[src/hw/smc_params.svh]
// constants for the sleep mode controller
`ifndef SMC_PARAMS_SVH
`define SMC_PARAMS_SVH
`define SMC_ADDR_CTRL 8'h00
`define SMC_ADDR_AUX 8'h04
`define SMC_ADDR_STAT 8'h08
`define SMC_ADDR_FUSE 8'h0c
`define SMC_SE_BIT 7
`define SMC_SM_HI 6
`define SMC_SM_LO 4
`define SMC_ACD_BIT 0
`define SMC_AS2_BIT 1
`define SMC_CTRL_RST 8'h00
`define SMC_AUX_RST 8'h00
`define SMC_HALT_EXTRA 4
`define SMC_STBY_WAKE 6
`define SMC_STARTUP_CK 6
`define SMC_CNT_W 8
`define SMC_CLOCK_SELECT_FUSES_EXT 4'h0
`define SMC_CLOCK_SELECT_FUSES_RC_LO 4'h1
`define SMC_CLOCK_SELECT_FUSES_RC_HI 4'h4
`endif

[src/hw/smc_pkg.sv]
// types for the sleep mode controller
`default_nettype none
package smc_pkg;
   typedef enum logic [2:0] {
      SMC_M_IDLE = 3'h0,
      SMC_M_QUIET = 3'h1,
      SMC_M_PDOWN = 3'h2,
      SMC_M_PSAVE = 3'h3,
      SMC_M_RSV4 = 3'h4,
      SMC_M_RSV5 = 3'h5,
      SMC_M_STBY = 3'h6,
      SMC_M_XSTBY = 3'h7
   } smc_mode_e;
   typedef enum logic [1:0] {
      SMC_S_RUN = 2'h0,
      SMC_S_SLEEP = 2'h1,
      SMC_S_WAKE = 2'h2
   } smc_state_e;
   typedef struct packed {
      logic core;
      logic flash;
      logic io;
      logic adc;
      logic asy;
      logic osc;
   } smc_clk_s;
   typedef struct packed {
      logic ext_edge;
      logic ext_level;
      logic twi_match;
      logic timer2;
      logic spm_ready;
      logic adc_done;
      logic comparator;
      logic other_io;
   } smc_wake_s;
endpackage
`default_nettype wire

[src/hw/smc_sync.sv]
// two flip-flop synchroniser for a vector of levels
`default_nettype none
module smc_sync #(
   parameter int W = 8
) (
   // clock and reset
   input wire logic hclk,
   input wire logic hresetn,
   // levels
   input wire logic [W-1:0] d,
   output logic [W-1:0] q
);
   logic [W-1:0] meta_reg;
   always_ff @(posedge hclk or negedge hresetn)
   begin
      if (!hresetn)
      begin
         meta_reg <= '0;
         q <= '0;
      end
      else
      begin
         meta_reg <= d;
         q <= meta_reg;
      end
   end
endmodule
`default_nettype wire

[src/hw/smc_top.sv]
// sleep mode controller with AHB-Lite register slave
//
// Chosen here: the register addresses and register access over AHB-Lite.
`include "smc_params.svh"
`default_nettype none
module smc_top #(
   parameter int CNT_W = `SMC_CNT_W
) (
   // clock and reset
   input wire logic hclk,
   input wire logic hresetn,
   // ahb-lite slave
   input wire logic hsel,
   input wire logic [7:0] haddr,
   input wire logic [1:0] htrans,
   input wire logic hwrite,
   input wire logic [2:0] hsize,
   input wire logic [31:0] hwdata,
   input wire logic hready,
   output logic [31:0] hrdata,
   output logic hreadyout,
   output logic hresp,
   // core side
   input wire logic sleep_instr,
   input wire logic [3:0] clock_select_fuses,
   input wire logic adc_enabled,
   output logic core_halt,
   output logic irq_resume,
   // wake sources, asynchronous
   input wire smc_pkg::smc_wake_s wake_in,
   // clock gates and converter start
   output smc_pkg::smc_clk_s clk_en,
   output logic comparator_power,
   output logic adc_start
);
   localparam logic [CNT_W-1:0] HALT_N = CNT_W'(`SMC_HALT_EXTRA);
   localparam logic [CNT_W-1:0] STBY_N = CNT_W'(`SMC_STBY_WAKE);
   localparam logic [CNT_W-1:0] SUT_N = CNT_W'(`SMC_STARTUP_CK);

   smc_pkg::smc_state_e state_reg;
   smc_pkg::smc_mode_e mode_reg;
   logic [7:0] ctrl_reg;
   logic [7:0] aux_reg;
   logic [CNT_W-1:0] cnt_reg;
   logic [7:0] wake_sync;
   smc_pkg::smc_wake_s ws;
   logic wr_pend_reg;
   logic [7:0] wr_addr_reg;
   logic sleep_ok;
   logic wake_hit;
   logic [2:0] mode_sel;
   logic crystal;

   smc_sync #(.W(8)) u_sync (
      .hclk(hclk),
      .hresetn(hresetn),
      .d(wake_in),
      .q(wake_sync)
   );
   assign ws = smc_pkg::smc_wake_s'(wake_sync);

   function automatic logic is_xtal(input logic [3:0] ck);
      is_xtal = (ck != `SMC_CLOCK_SELECT_FUSES_EXT) &&
         !(ck >= `SMC_CLOCK_SELECT_FUSES_RC_LO && ck <= `SMC_CLOCK_SELECT_FUSES_RC_HI);
   endfunction

   // per-mode qualified wake
   function automatic logic wake_ok(input smc_pkg::smc_mode_e m,
      input smc_pkg::smc_wake_s w, input logic acd, input logic as2);
      logic base;
      base = w.ext_level || w.twi_match;
      case (m)
         smc_pkg::SMC_M_IDLE: wake_ok = (|w[7:2]) || w.other_io ||
            (w.comparator && !acd);
         smc_pkg::SMC_M_QUIET: wake_ok = base || w.timer2 || w.spm_ready ||
            w.adc_done;
         smc_pkg::SMC_M_PDOWN: wake_ok = base;
         smc_pkg::SMC_M_STBY: wake_ok = base;
         smc_pkg::SMC_M_PSAVE: wake_ok = base || (w.timer2 && as2);
         smc_pkg::SMC_M_XSTBY: wake_ok = base || (w.timer2 && as2);
         default: wake_ok = 1'b0;
      endcase
   endfunction

   assign mode_sel = ctrl_reg[`SMC_SM_HI:`SMC_SM_LO];
   assign crystal = is_xtal(clock_select_fuses);
   // reserved codes and standby without crystal never sleep
   assign sleep_ok = sleep_instr && ctrl_reg[`SMC_SE_BIT] &&
      mode_sel != 3'h4 && mode_sel != 3'h5 &&
      (!mode_sel[2] || crystal);
   assign wake_hit = wake_ok(mode_reg, ws, aux_reg[`SMC_ACD_BIT],
      aux_reg[`SMC_AS2_BIT]);

   // bus address phase capture; zero wait state
   always_ff @(posedge hclk or negedge hresetn)
   begin
      if (!hresetn)
      begin
         wr_pend_reg <= 1'b0;
         wr_addr_reg <= 8'h00;
      end
      else if (hready)
      begin
         wr_pend_reg <= hsel && htrans[1] && hwrite;
         wr_addr_reg <= haddr;
      end
   end

   // control and auxiliary registers
   always_ff @(posedge hclk or negedge hresetn)
   begin
      if (!hresetn)
      begin
         ctrl_reg <= `SMC_CTRL_RST;
         aux_reg <= `SMC_AUX_RST;
      end
      else if (wr_pend_reg)
      begin
         if (wr_addr_reg == `SMC_ADDR_CTRL)
            ctrl_reg <= hwdata[7:0];
         if (wr_addr_reg == `SMC_ADDR_AUX)
            aux_reg <= {6'h00, hwdata[1:0]};
      end
   end

   // read data, registered off the address phase
   always_ff @(posedge hclk or negedge hresetn)
   begin
      if (!hresetn)
         hrdata <= 32'h00000000;
      else if (hready && hsel && htrans[1] && !hwrite)
      begin
         case (haddr)
            `SMC_ADDR_CTRL: hrdata <= {24'h000000, ctrl_reg};
            `SMC_ADDR_AUX: hrdata <= {24'h000000, aux_reg};
            `SMC_ADDR_STAT: hrdata <= {27'h0000000, mode_reg, state_reg};
            `SMC_ADDR_FUSE: hrdata <= {27'h0000000, crystal,
               clock_select_fuses};
            default: hrdata <= 32'h00000000;
         endcase
      end
   end

   always_ff @(posedge hclk or negedge hresetn)
   begin
      if (!hresetn)
      begin
         hreadyout <= 1'b0;
         hresp <= 1'b0;
      end
      else
      begin
         hreadyout <= 1'b1;
         hresp <= 1'b0;
      end
   end

   // sleep state machine; reset returns state to run, mode to idle
   always_ff @(posedge hclk or negedge hresetn)
   begin
      if (!hresetn)
      begin
         state_reg <= smc_pkg::SMC_S_RUN;
         mode_reg <= smc_pkg::SMC_M_IDLE;
         cnt_reg <= '0;
      end
      else
      begin
         case (state_reg)
            smc_pkg::SMC_S_RUN:
            begin
               if (sleep_ok)
               begin
                  state_reg <= smc_pkg::SMC_S_SLEEP;
                  mode_reg <= smc_pkg::smc_mode_e'(mode_sel);
               end
            end
            smc_pkg::SMC_S_SLEEP:
            begin
               if (wake_hit)
               begin
                  state_reg <= smc_pkg::SMC_S_WAKE;
                  case (mode_reg)
                     smc_pkg::SMC_M_PDOWN, smc_pkg::SMC_M_PSAVE:
                        cnt_reg <= CNT_W'(SUT_N + HALT_N);
                     smc_pkg::SMC_M_STBY, smc_pkg::SMC_M_XSTBY:
                        cnt_reg <= CNT_W'(STBY_N + HALT_N);
                     default: cnt_reg <= HALT_N;
                  endcase
               end
            end
            smc_pkg::SMC_S_WAKE:
            begin
               cnt_reg <= cnt_reg - 1'b1;
               if (cnt_reg == CNT_W'(1))
                  state_reg <= smc_pkg::SMC_S_RUN;
            end
            default: state_reg <= smc_pkg::SMC_S_RUN;
         endcase
      end
   end

   // clock gates per mode
   always_ff @(posedge hclk or negedge hresetn)
   begin
      if (!hresetn)
      begin
         clk_en <= '1;
         comparator_power <= 1'b1;
      end
      else if (state_reg == smc_pkg::SMC_S_SLEEP)
      begin
         comparator_power <= (mode_reg == smc_pkg::SMC_M_IDLE) &&
            !aux_reg[`SMC_ACD_BIT];
         case (mode_reg)
            smc_pkg::SMC_M_IDLE: clk_en <= 6'b001111;
            smc_pkg::SMC_M_QUIET: clk_en <= 6'b000111;
            smc_pkg::SMC_M_PDOWN: clk_en <= 6'b000000;
            smc_pkg::SMC_M_PSAVE:
               clk_en <= {4'h0, aux_reg[`SMC_AS2_BIT], 1'b0};
            smc_pkg::SMC_M_STBY: clk_en <= 6'b000001;
            smc_pkg::SMC_M_XSTBY:
               clk_en <= {4'h0, aux_reg[`SMC_AS2_BIT], 1'b1};
            default: clk_en <= '1;
         endcase
      end
      else if (state_reg == smc_pkg::SMC_S_WAKE)
      begin
         clk_en <= 6'b011111;
         clk_en.core <= 1'b0;
         comparator_power <= 1'b1;
      end
      else
      begin
         clk_en <= '1;
         comparator_power <= 1'b1;
      end
   end

   // core halt, resume pulse, converter start
   always_ff @(posedge hclk or negedge hresetn)
   begin
      if (!hresetn)
      begin
         core_halt <= 1'b0;
         irq_resume <= 1'b0;
         adc_start <= 1'b0;
      end
      else
      begin
         core_halt <= (state_reg == smc_pkg::SMC_S_RUN) ? sleep_ok :
            !(state_reg == smc_pkg::SMC_S_WAKE && cnt_reg == CNT_W'(1));
         irq_resume <= state_reg == smc_pkg::SMC_S_WAKE &&
            cnt_reg == CNT_W'(1);
         adc_start <= state_reg == smc_pkg::SMC_S_RUN && sleep_ok &&
            adc_enabled && !mode_sel[2] && !mode_sel[1];
      end
   end

   AST_NO_SLEEP_WITHOUT_SE: assert property (@(posedge hclk)
      disable iff (!hresetn)
      (state_reg == smc_pkg::SMC_S_RUN && !ctrl_reg[`SMC_SE_BIT])
      |=> state_reg != smc_pkg::SMC_S_SLEEP)
      else $error("sleep entered without enable");
   AST_RESERVED_NOP: assert property (@(posedge hclk)
      disable iff (!hresetn)
      (state_reg == smc_pkg::SMC_S_RUN && mode_sel[2:1] == 2'b10)
      |=> state_reg == smc_pkg::SMC_S_RUN)
      else $error("reserved mode slept");
   AST_STBY_XTAL: assert property (@(posedge hclk)
      disable iff (!hresetn)
      (state_reg == smc_pkg::SMC_S_RUN && mode_sel[2] && !crystal)
      |=> state_reg == smc_pkg::SMC_S_RUN)
      else $error("standby without crystal");
   AST_IDLE_HALT_LEN: assert property (@(posedge hclk)
      disable iff (!hresetn)
      (state_reg == smc_pkg::SMC_S_SLEEP && wake_hit &&
      mode_reg == smc_pkg::SMC_M_IDLE) |=> ##3 irq_resume == 1'b0 ##1
      irq_resume)
      else $error("idle wake halt not four cycles");
   AST_STBY_WAKE: assert property (@(posedge hclk)
      disable iff (!hresetn)
      (state_reg == smc_pkg::SMC_S_SLEEP && wake_hit &&
      mode_reg == smc_pkg::SMC_M_STBY) |=> !irq_resume [*8] ##1
      !irq_resume [*2] ##1 irq_resume)
      else $error("standby wake not six plus four");
   AST_PDOWN_CLOCKS: assert property (@(posedge hclk)
      disable iff (!hresetn)
      ($past(state_reg) == smc_pkg::SMC_S_SLEEP &&
      $past(mode_reg) == smc_pkg::SMC_M_PDOWN) |-> clk_en == '0)
      else $error("power-off clocks running");
   AST_IDLE_CLOCKS: assert property (@(posedge hclk)
      disable iff (!hresetn)
      ($past(state_reg) == smc_pkg::SMC_S_SLEEP &&
      $past(mode_reg) == smc_pkg::SMC_M_IDLE) |->
      !clk_en.core && !clk_en.flash && clk_en.io && clk_en.osc)
      else $error("idle clock gating wrong");
   AST_PDOWN_NO_TIMER: assert property (@(posedge hclk)
      disable iff (!hresetn)
      (state_reg == smc_pkg::SMC_S_SLEEP && mode_reg ==
      smc_pkg::SMC_M_PDOWN && !ws.ext_level && !ws.twi_match)
      |=> state_reg == smc_pkg::SMC_S_SLEEP)
      else $error("power-off woke on wrong source");
   AST_ADC_START: assert property (@(posedge hclk)
      disable iff (!hresetn)
      (state_reg == smc_pkg::SMC_S_RUN && sleep_ok && adc_enabled &&
      mode_sel == 3'h1) |=> adc_start)
      else $error("conversion not started");
   AST_ACD_IDLE: assert property (@(posedge hclk)
      disable iff (!hresetn)
      ($past(state_reg) == smc_pkg::SMC_S_SLEEP &&
      $past(aux_reg[`SMC_ACD_BIT])) |-> !comparator_power)
      else $error("comparator powered");
   COV_IDLE: cover property (@(posedge hclk) disable iff (!hresetn)
      mode_reg == smc_pkg::SMC_M_IDLE && irq_resume);
   COV_PDOWN: cover property (@(posedge hclk) disable iff (!hresetn)
      mode_reg == smc_pkg::SMC_M_PDOWN && irq_resume);
   COV_XSTBY: cover property (@(posedge hclk) disable iff (!hresetn)
      mode_reg == smc_pkg::SMC_M_XSTBY && irq_resume);
endmodule
`default_nettype wire

[config.mk]
export PLATFORM = sky130hd
export DESIGN_NAME = smc_top
export DESIGN_NICKNAME = d
export VERILOG_FILES = /design/src/hw/smc_pkg.sv /design/src/hw/smc_sync.sv /design/src/hw/smc_top.sv
export VERILOG_INCLUDE_DIRS = /design/src /design/src/hw
export SDC_FILE = /design/constraint.sdc
export NUM_CORES = 1
export LEC_CHECK = 0
export BUFFER_PORTS_ARGS = -buffer_cell sky130_fd_sc_hd__buf_2
export CAP_MARGIN = 20
export CELL_PAD_IN_SITES_DETAIL_PLACEMENT = 0
export CELL_PAD_IN_SITES_GLOBAL_PLACEMENT = 1
export CORE_ASPECT_RATIO = 1.25
export CORE_MARGIN = 2
export CORE_UTILIZATION = 38
export DETAILED_ROUTE_END_ITERATION = 7
export PLACE_DENSITY_LB_ADDON = 0.1
export SYNTH_ARGS = -nofsm -noshare
export SYNTH_HDL_FRONTEND = slang
export SYNTH_SLANG_ARGS = --single-unit
[constraint.sdc]
create_clock -name hclk -period 2.03 [get_ports hclk]
set_input_delay 0.406 -clock hclk [delete_from_list [all_inputs] [get_ports hclk]]
set_output_delay 0.406 -clock hclk [all_outputs]
set_load 0.05 [all_outputs]
==> results of run 1 <==
-- worst min-delay path by stage --
stage | start | to | slack [ns]
after floorplan | hresetn | adc_start$_DFF_PN0_ | 0.11
after global placement | u_sync.meta_reg[0]$_DFF_PN0_ | u_sync.q[0]$_DFF_PN0_ | 0.33
after detailed placement | u_sync.meta_reg[1]$_DFF_PN0_ | u_sync.q[1]$_DFF_PN0_ | 0.33
after CTS | hresetn | hrdata[7]$_DFFE_PN0P_ | 0.04
after global routing | hresetn | hrdata[7]$_DFFE_PN0P_ | 0.06
final | hresetn | hrdata[7]$_DFFE_PN0P_ | 0.03
-- per-layer routing --
layer / global-route usage (%) / wire length [um] / vias to the layer above
li1: - / - / 932
met1: 19.4 / 2430 / 921
met2: 24.7 / 2870 / 45
met3: 3.62 / 228 / 11
met4: 8.08 / 148 / 0
met5: 0 / 0 / -
-- power by group through the flow --
stage	Sequential, mW	Combinational [mW]	Clock, mW
after floorplan	1.70	0.558	0
after global placement	1.64	0.830	0
after detailed placement	1.64	0.836	0
after CTS	1.62	0.841	1.24
after global routing	1.64	0.921	1.30
final	1.61	0.829	1.20
-- stage by stage --
step | hold slack, ns | cells | setup slack, ns | utilization, %
3_5_place_dp | 0.335 | 391 | 0.197 | 44.2
6_report | 0.0346 | 407 | 0.192 | 47.2
5_1_grt | 0.0640 | 407 | 0.0992 | 47.2
4_1_cts | 0.0446 | 407 | 0.188 | 47.2
2_1_floorplan | 0.110 | 264 | 0.290 | -
3_3_place_gp | 0.334 | 391 | 0.204 | 44.2
-- kinds of logic after synthesis --
group | after synthesis | share of synthesized area, %
flip-flops | 67 | 57.9
AND/OR/NAND/NOR | 61 | 11.5
AO/OA/AOI/OAI | 41 | 10.3
buffers and inverters | 41 | 8.52
multiplexers | 26 | 10.7
adder cells (fa/ha/maj) | 2 | 0.860
other | 2 | 0.258
-- layout make-up --
cell class | instances | area [um2] | area share [%]
clock buffer | 9 | 124 | 3.55
clock inverter | 7 | 92.6 | 2.65
inverter | 11 | 41.3 | 1.18
multi-input combinational | 156 | 1070 | 30.5
sequential | 67 | 1690 | 48.3
tap | 92 | 115 | 3.30
timing repair buffer | 65 | 365 | 10.5
-- cell usage after synthesis (all sizes together) --
master,n
or3b,1
nor2b,3
conb,2
mux2,20
o21a,3
nand3b,2
inv,11
dfstp,7
a21o,2
nor3,3
nor4,4
clkbuf,5
or2,2
dfrtp,60
o31ai,2
mux2i,4
o311ai,1
nand4b,3
a41oi,1
ha,2
mux4,2
or3,3
nand2b,2
nand4,2
nor2,16
a21oi,2
or4,1
a311o,1
a31oi,6
a22o,3
and3,1
a211oi,3
o21ai,12
nand2,15
nand3,2
buf,25
o211ai,2
a21boi,1
a31o,1
a211o,1
and2b,1
-- critical path: stages, from the launching register on --
cell and delay [ns]:
dfrtp_1 0.39, or3_4 0.42, nor2_4 0.13, nand2_2 0.07, or3b_4 0.40, a211o_1 0.31
==> flow_summary_export.csv, run 1 <==
group,metric,value,unit
outcome,status,"complete, no violations",
clocking,cts_buffer_depth,2,
floorplan,die_x,82.3,um
clocking,cts_hold_buf,0,
critical_path,r2r-end,"core_halt$_DFF_PN0_",
critical_path,critPathMaxFanout,4,
yosys,synth_area,0.00291,mm2
yosys,synth-seq-cells,67,
clocking,cts_inserted_buffers,9,
critical_path,worstSetupEndpointType,"register",
drt,viasPerCell,4.69,
layout,syn2layout_area_growth,20.0,%
clocking,clk_pin_slew_worst_paths,0.07,ns
critical_path,required,2.25,ns
floorplan,core_area,0.00740,mm2
global_routing,grt_pass1_wl,9520,um
yosys,postSynthAreaPerCell,12.1,um2
sta,tns,0,ns
clocking,cts_tree,"done",
drt,drtIter0Drc,52,
sta,worstMarginPinSlew,0.533,ns
global_routing,grt_pass1_vias,1933,
yosys,yosysTopAreaCellShare,51.6,%
power,p_leak,1.69,nW
critical_path,startpoint,"cnt_reg[4]$_DFFE_PN0P_",
yosys,synth_top_cell_by_area,"dfrtp_1",
placement,gp_congestion,0.729,
layout,final_cell_area,0.00349,mm2
power,internal_power,2.49,mW
critical_path,start_kind,"register",
global_routing,grt_antenna_before_repair,0,
hold_path,hp-class,"in2async",
layout,diodes,0,
sta,fin_skew,0.00395,ns
floorplan,start_util,39.3,%
global_routing,grt.overflow.total,0,
layout,final_cell_mix,"dfrtp_1 (60), buf_2 (54), conb_1 (26), mux2_2 (20)",
yosys,ys_types,48,
power,finalPower,3.64,mW
critical_path,r2r_setup_slack,0.19,ns
sta,fmax,544,MHz
clocking,post_cts_resized,0,
layout,layout_commonest_cell,"dfrtp_1",
critical_path,worstPathArrival,2.06,ns
sta,relSlewSlack,64.5,%
drt,drtAntennaViolNets,0,
critical_path,criticalPathCategory,"reg2reg",
yosys,yosysSeqAreaShare,57.9,%
layout,drive_gt1_share,38.7,%
sta,period_minus_slack,1.84,ns
drt,wl_per_cell,13.9,um
power,power.switching,1.15,mW
placement,io_buffers,54,
floorplan,die_height,102,um
floorplan,dieArea,0.00838,mm2
clocking,htree_num_levels,3,
floorplan,io_pins,108,
floorplan,rows,35,
power,ir_worst_vdd,0.528,mV
critical_path,reg2reg_depth,5,
sta,rsz0062_at_grt,"false",
job,max-cap-violations,0,
power,pwr-share-clk,32.9,%
yosys,syn_inst,240,
drt,firstDrtPassIters,4,
global_routing,globalRouteTotalUtil,15.5,%
sta,finalSetupViolCount,0,
critical_path,cp-endpoint,"core_halt$_DFF_PN0_",
yosys,yosysWarningCount,0,
placement,dp_hpwl,4170,um
sta,hold_viol,0,
power,p_per_area,1040,mW/mm2
power,p_seq_share,44.3,%
drt,vias,1909,
drt,drcViolationCount,0,
sta,drv_slew,0,
yosys,synth.area.top_cells,"dfrtp_1 (52%), mux2_2 (7.7%), buf_4 (6.5%)",
drt,drt_wl_total,5680,um
placement,place_area,0.00327,mm2
clocking,cts-root-buf,"clkbuf_8",
clocking,clkSinkCount,67,
power,p_comb_share,22.8,%
critical_path,r2r-start,"cnt_reg[4]$_DFFE_PN0P_",
clocking,insertion_delay,0.34,ns
clocking,post_cts.repair.setup_buffers,0,
global_routing,grt_max_degree,46,
layout,fill_cells,675,
power,swShare,31.7,%
layout,fin_nets,376,
sta,fin_crit_sh,90.5,%
Note: power is estimated with default switching activity, not from simulation.
==> run 2: changes to the inputs <==
--- a/config.mk
+++ b/config.mk
@@ -12,7 +12,7 @@
 export CELL_PAD_IN_SITES_GLOBAL_PLACEMENT = 1
 export CORE_ASPECT_RATIO = 1.25
 export CORE_MARGIN = 2
-export CORE_UTILIZATION = 38
+export CORE_UTILIZATION = 40
 export DETAILED_ROUTE_END_ITERATION = 7
 export PLACE_DENSITY_LB_ADDON = 0.1
 export SYNTH_ARGS = -nofsm -noshare
==> constraint.sdc (replaced) <==
create_clock -name hclk -period 2.3 [get_ports hclk]
set_input_delay 0.46 -clock hclk [delete_from_list [all_inputs] [get_ports hclk]]
set_output_delay 0.46 -clock hclk [all_outputs]
set_load 0.05 [all_outputs]
==> flow_summary_export.csv, run 2 (synthesis results as in run 1) <==
group,metric,value,unit
clocking,cts_inserted_buffers,9,
sta,tns,0,ns
critical_path,timing.critical_path.buf_inv,0,
clocking,clk_pin_slew_worst_paths,0.07,ns
layout,diodes,0,
sta,fin_crit_sh,81.2,%
critical_path,critical-path-max-stage-delay,0.43,ns
critical_path,required,2.52,ns
job,max-cap-violations,0,
global_routing,grt.overflow.total,0,
floorplan,core_area,0.00702,mm2
drt,routed.top_layer,"met4",
drt,met3_length,253,um
critical_path,critPathMaxFanout,6,
layout,final_cells,397,
placement,io_buffers,54,
global_routing,globalRouteTotalUtil,14.8,%
clocking,cts_tree,"done",
clocking,htree_num_levels,3,
critical_path,start_kind,"register",
sta,finalSetupViolCount,0,
floorplan,rows,34,
floorplan,start_util,41.4,%
global_routing,grt_pass1_vias,1806,
power,p_leak,1.62,nW
clocking,cts_hold_buf,0,
critical_path,slowest_stage,"dfrtp_1",
clocking,insertion_delay,0.34,ns
drt,wl_per_cell,13.6,um
layout,fin_util,48.3,%
clocking,cts_buffer_depth,2,
drt,firstDrtPassIters,4,
floorplan,die_height,99.3,um
drt,wl_met2,2750,um
drt,viasPerCell,4.79,
drt,drtAntennaViolNets,0,
layout,fin_nets,368,
floorplan,die_x,80.3,um
global_routing,grt_max_degree,47,
critical_path,worstSetupEndpointType,"register",
sta,fin_skew,0.00835,ns
critical_path,path_delay_family,"simple AND/OR/NAND/NOR gates",
critical_path,worstPathArrival,2.09,ns
power,finalPower,2.98,mW
floorplan,io_pins,108,
sta,drv_slew,0,
power,p_per_area,879,mW/mm2
clocking,post_cts_resized,0,
critical_path,criticalPathCategory,"reg2reg",
drt,drcViolationCount,0,
drt,drtIter0Drc,87,
sta,rsz0062_at_grt,"false",
placement,dp_hpwl,3940,um
outcome,status,"complete, no violations",
drt,vias,1901,
sta,fmax,536,MHz
layout,final_cell_mix,"dfrtp_1 (60), buf_2 (54), conb_1 (26), mux2_2 (20)",
sta,period_minus_slack,1.87,ns
placement,gp_congestion,0.715,
critical_path,cp_cell_sequence,"or3_4 > nor2_4 > nand2_2 > or3b_4 > a211o_1",
drt,wl_met1,2280,um
floorplan,dieArea,0.00797,mm2
sta,worstMarginPinSlew,0.618,ns
layout,drive_gt1_share,37.1,%
layout,layout_commonest_cell,"dfrtp_1",
clocking,cts-root-buf,"clkbuf_8",
power,ir_worst_vdd,0.419,mV
clocking,post_cts.repair.setup_buffers,0,
global_routing,grt_pass1_wl,8800,um
placement,dpl.cell_count,381,
layout,syn2layout_area_growth,16.5,%
sta,hold_ws,0.0803,ns
sta,hold_viol,0,
drt,drt_wl_total,5390,um
sta,relSlewSlack,58.4,%
clocking,clkSinkCount,67,
hold_path,hp-class,"in2async",
global_routing,grt_antenna_before_repair,0,
[run 2: area by class of cell]
class                           instances  area (um2)
Multi-Input combinational cell        156        1070
Clock inverter                          6        41.3
Timing Repair Buffer                   57         305
Clock buffer                           10         138
Inverter                               11        41.3
Fill cell                             664        3630
Tap cell                               90         113
Sequential cell                        67        1690
[run 2: final timing paths]
kind                                               from                           end  slack, ns  cells past startpoint
max in group asynchronous                       hresetn    wr_addr_reg[4]$_DFFE_PN0P_       1.60                      2
hold / removal                                  hresetn         hrdata[7]$_DFFE_PN0P_       0.08                      1
hold reg to reg            u_sync.meta_reg[1]$_DFF_PN0_         u_sync.q[1]$_DFF_PN0_       0.35                      0
setup reg to reg                 cnt_reg[2]$_DFFE_PN0P_           core_halt$_DFF_PN0_       0.43                      5
min in group hclk                            wake_in[4]  u_sync.meta_reg[4]$_DFF_PN0_       0.22                      1
setup / recovery                 cnt_reg[2]$_DFFE_PN0P_           core_halt$_DFF_PN0_       0.43                      5
[run 2: per-stage QoR]
stage	area [um2]	worst slack [ns]
after global placement	3210	0.263
final	3390	0.433
after global routing	3390	0.320
after CTS	3390	0.425
after floorplan	3000	0.560
after detailed placement	3210	0.229
[run 2: routing by layer]
metal / track usage (%) / up-vias
li1: - / 921
met5: 0 / -
met3: 4.36 / 10
met4: 7.04 / 0
met1: 18.9 / 922
met2: 23.1 / 48
[run 2: power breakdown]
group          internal (mW)  leakage (nW)  switching (mW)
sequential              1.32         0.833           0.125
clock                  0.417        0.0843           0.450
combinational          0.244         0.700           0.427
total                   1.98          1.62            1.00
==> run 3: changes to the inputs <==
--- a/config.mk
+++ b/config.mk
@@ -12,7 +12,7 @@
 export CELL_PAD_IN_SITES_GLOBAL_PLACEMENT = 1
 export CORE_ASPECT_RATIO = 1.25
 export CORE_MARGIN = 2
-export CORE_UTILIZATION = 40
+export CORE_UTILIZATION = 38
 export DETAILED_ROUTE_END_ITERATION = 7
 export PLACE_DENSITY_LB_ADDON = 0.1
 export SYNTH_ARGS = -nofsm -noshare
==> constraint.sdc (replaced) <==
create_clock -name hclk -period 1.75 [get_ports hclk]
set_input_delay 0.35 -clock hclk [delete_from_list [all_inputs] [get_ports hclk]]
set_output_delay 0.35 -clock hclk [all_outputs]
set_load 0.05 [all_outputs]
==> flow_summary_export.csv, run 3 (synthesis results as in run 1) <==
group,metric,value,unit
critical_path,r2r-end,"core_halt$_DFF_PN0_",
layout,final_cell_mix,"dfrtp_1 (60), buf_2 (54), buf_4 (30), conb_1 (26), mux2_2 (20)",
clocking,clkSinkCount,67,
global_routing,grt_pass1_vias,1940,
drt,firstDrtPassIters,4,
sta,layout_setup_ws,-0.0187,ns
clocking,htree_num_levels,3,
critical_path,startpoint,"cnt_reg[3]$_DFFE_PN0P_",
job,max-cap-violations,0,
floorplan,rows,35,
clocking,cts-root-buf,"clkbuf_8",
critical_path,cp-endpoint,"core_halt$_DFF_PN0_",
placement,place_area,0.00339,mm2
power,internal_power,3.02,mW
floorplan,core_area,0.00740,mm2
drt,vias,2014,
floorplan,start_util,39.3,%
critical_path,worstSetupEndpointType,"register",
clocking,clk_pin_slew_worst_paths,0.07,ns
sta,fmax,565,MHz
layout,fin_nets,396,
sta,period_minus_slack,1.77,ns
global_routing,grt_pass1_wl,9370,um
sta,finalSetupViolCount,2,
drt,viasPerCell,4.72,
power,p_seq_share,42.6,%
placement,dp_hpwl,4140,um
sta,tns,-0.0213,ns
critical_path,criticalPathCategory,"reg2reg",
sta,hold_ws,-0.000110,ns
critical_path,worstPathArrival,2.00,ns
power,p_per_area,1200,mW/mm2
floorplan,die_x,82.3,um
power,pwr-share-clk,32.5,%
power,p_leak,1.79,nW
hold_path,hp-class,"in2async",
power,ir_worst_vdd,0.614,mV
critical_path,start_kind,"register",
critical_path,r2r_setup_slack,-0.02,ns
critical_path,r2r-start,"cnt_reg[3]$_DFFE_PN0P_",
placement,io_buffers,54,
drt,drcViolationCount,0,
critical_path,reg2reg_depth,5,
power,finalPower,4.39,mW
layout,layout_commonest_cell,"dfrtp_1",
critical_path,required,1.98,ns
drt,wl_per_cell,13.5,um
sta,hold_viol,1,
global_routing,grt.overflow.total,0,
drt,drtAntennaViolNets,0,
clocking,cts_buffer_depth,2,
layout,syn2layout_area_growth,25.9,%
power,swShare,31.2,%
drt,drtIter0Drc,72,
floorplan,io_pins,108,
sta,fin_skew,0.00878,ns
sta,drv_slew,0,
sta,fin_crit_sh,101,%
power,p_comb_share,24.9,%
outcome,violations,"hold timing, setup timing",
layout,drive_gt1_share,43.6,%
floorplan,die_height,102,um
placement,gp_congestion,0.737,
global_routing,grt_antenna_before_repair,0,
sta,rsz0062_at_grt,"true",
global_routing,globalRouteTotalUtil,15.2,%
critical_path,critPathMaxFanout,3,
clocking,cts_hold_buf,0,
outcome,status,"finished with violations",
layout,final_cell_area,0.00366,mm2
layout,diodes,0,
clocking,cts_tree,"done",
clocking,cts_inserted_buffers,9,
drt,drt_wl_total,5780,um
power,power.switching,1.37,mW
clocking,insertion_delay,0.35,ns
floorplan,dieArea,0.00838,mm2
global_routing,grt_max_degree,68,
layout,fin_util,49.5,%
[run 3: cell types whose count changed in the layout (fill, tap and decap cells not counted), sizes merged]
cell / change
clkbuf: +1
bufinv: +2
clkinv: -1
buf: +28
clkinvlp: -2
[run 3: how the worst min path moves through the flow]
stage	startpoint	to	slack, ns	depth (start not counted)
2_1_floorplan	hresetn	adc_start$_DFF_PN0_	0.05	0
3_3_place_gp	u_sync.meta_reg[0]$_DFF_PN0_	u_sync.q[0]$_DFF_PN0_	0.33	0
3_5_place_dp	u_sync.meta_reg[7]$_DFF_PN0_	u_sync.q[7]$_DFF_PN0_	0.33	0
4_1_cts	hresetn	hrdata[7]$_DFFE_PN0P_	0.03	2
5_1_grt	hresetn	hrdata[7]$_DFFE_PN0P_	0.03	2
6_report	hresetn	hrdata[7]$_DFFE_PN0P_	-0.0001	2
[run 3: power by group through the flow]
| stage | Sequential [mW] | Clock (mW) | Combinational (mW) |
|---|---|---|---|
| 3_5_place_dp | 1.90 | 0 | 1.04 |
| 3_3_place_gp | 1.89 | 0 | 1.04 |
| 6_report | 1.87 | 1.43 | 1.09 |
| 4_1_cts | 1.88 | 1.45 | 1.05 |
| 5_1_grt | 1.90 | 1.55 | 1.21 |
| 2_1_floorplan | 1.97 | 0 | 0.648 |
[run 3: metrics by stage]
step	instances	setup slack, ns
6_report	427	-0.0187
5_1_grt	427	-0.0921
4_1_cts	422	-0.0239
3_5_place_dp	406	-0.0773
3_3_place_gp	406	-0.0481
2_1_floorplan	264	0.00983
[run 3: layer usage]
| metal | part of all wire, % | up-vias | routed length [um] | GRT usage [%] |
|---|---|---|---|---|
| met2 | 51 | 45 | 2950 | 23.0 |
| met3 | 4.5 | 6 | 258 | 4.51 |
| li1 | - | 972 | - | - |
| met4 | 1.2 | 0 | 72 | 6.92 |
| met1 | 43 | 991 | 2500 | 20.1 |
| met5 | 0 | - | 0 | 0 |
[run 3: area by class of cell]
class / instances / area [um2]
Multi-Input combinational cell: 156 / 1090
Inverter: 11 / 41.3
Sequential cell: 67 / 1690
Fill cell: 733 / 3740
Tap cell: 92 / 115
Timing Repair Buffer: 85 / 515
Clock buffer: 11 / 141
Clock inverter: 5 / 77.6
[run 3: worst max-delay path: stages (launching register included)]
cell,delay (ns)
dfrtp_1,0.38
or3_4,0.41
nor2_4,0.12
nand2_2,0.06
or3b_4,0.42
a211o_1,0.26
[run 3: timing repair]
action,CTS,global route
pin swaps,1,9
gates resized for setup,1,6
buffers inserted,0,5
endpoints found under the setup margin,3,13
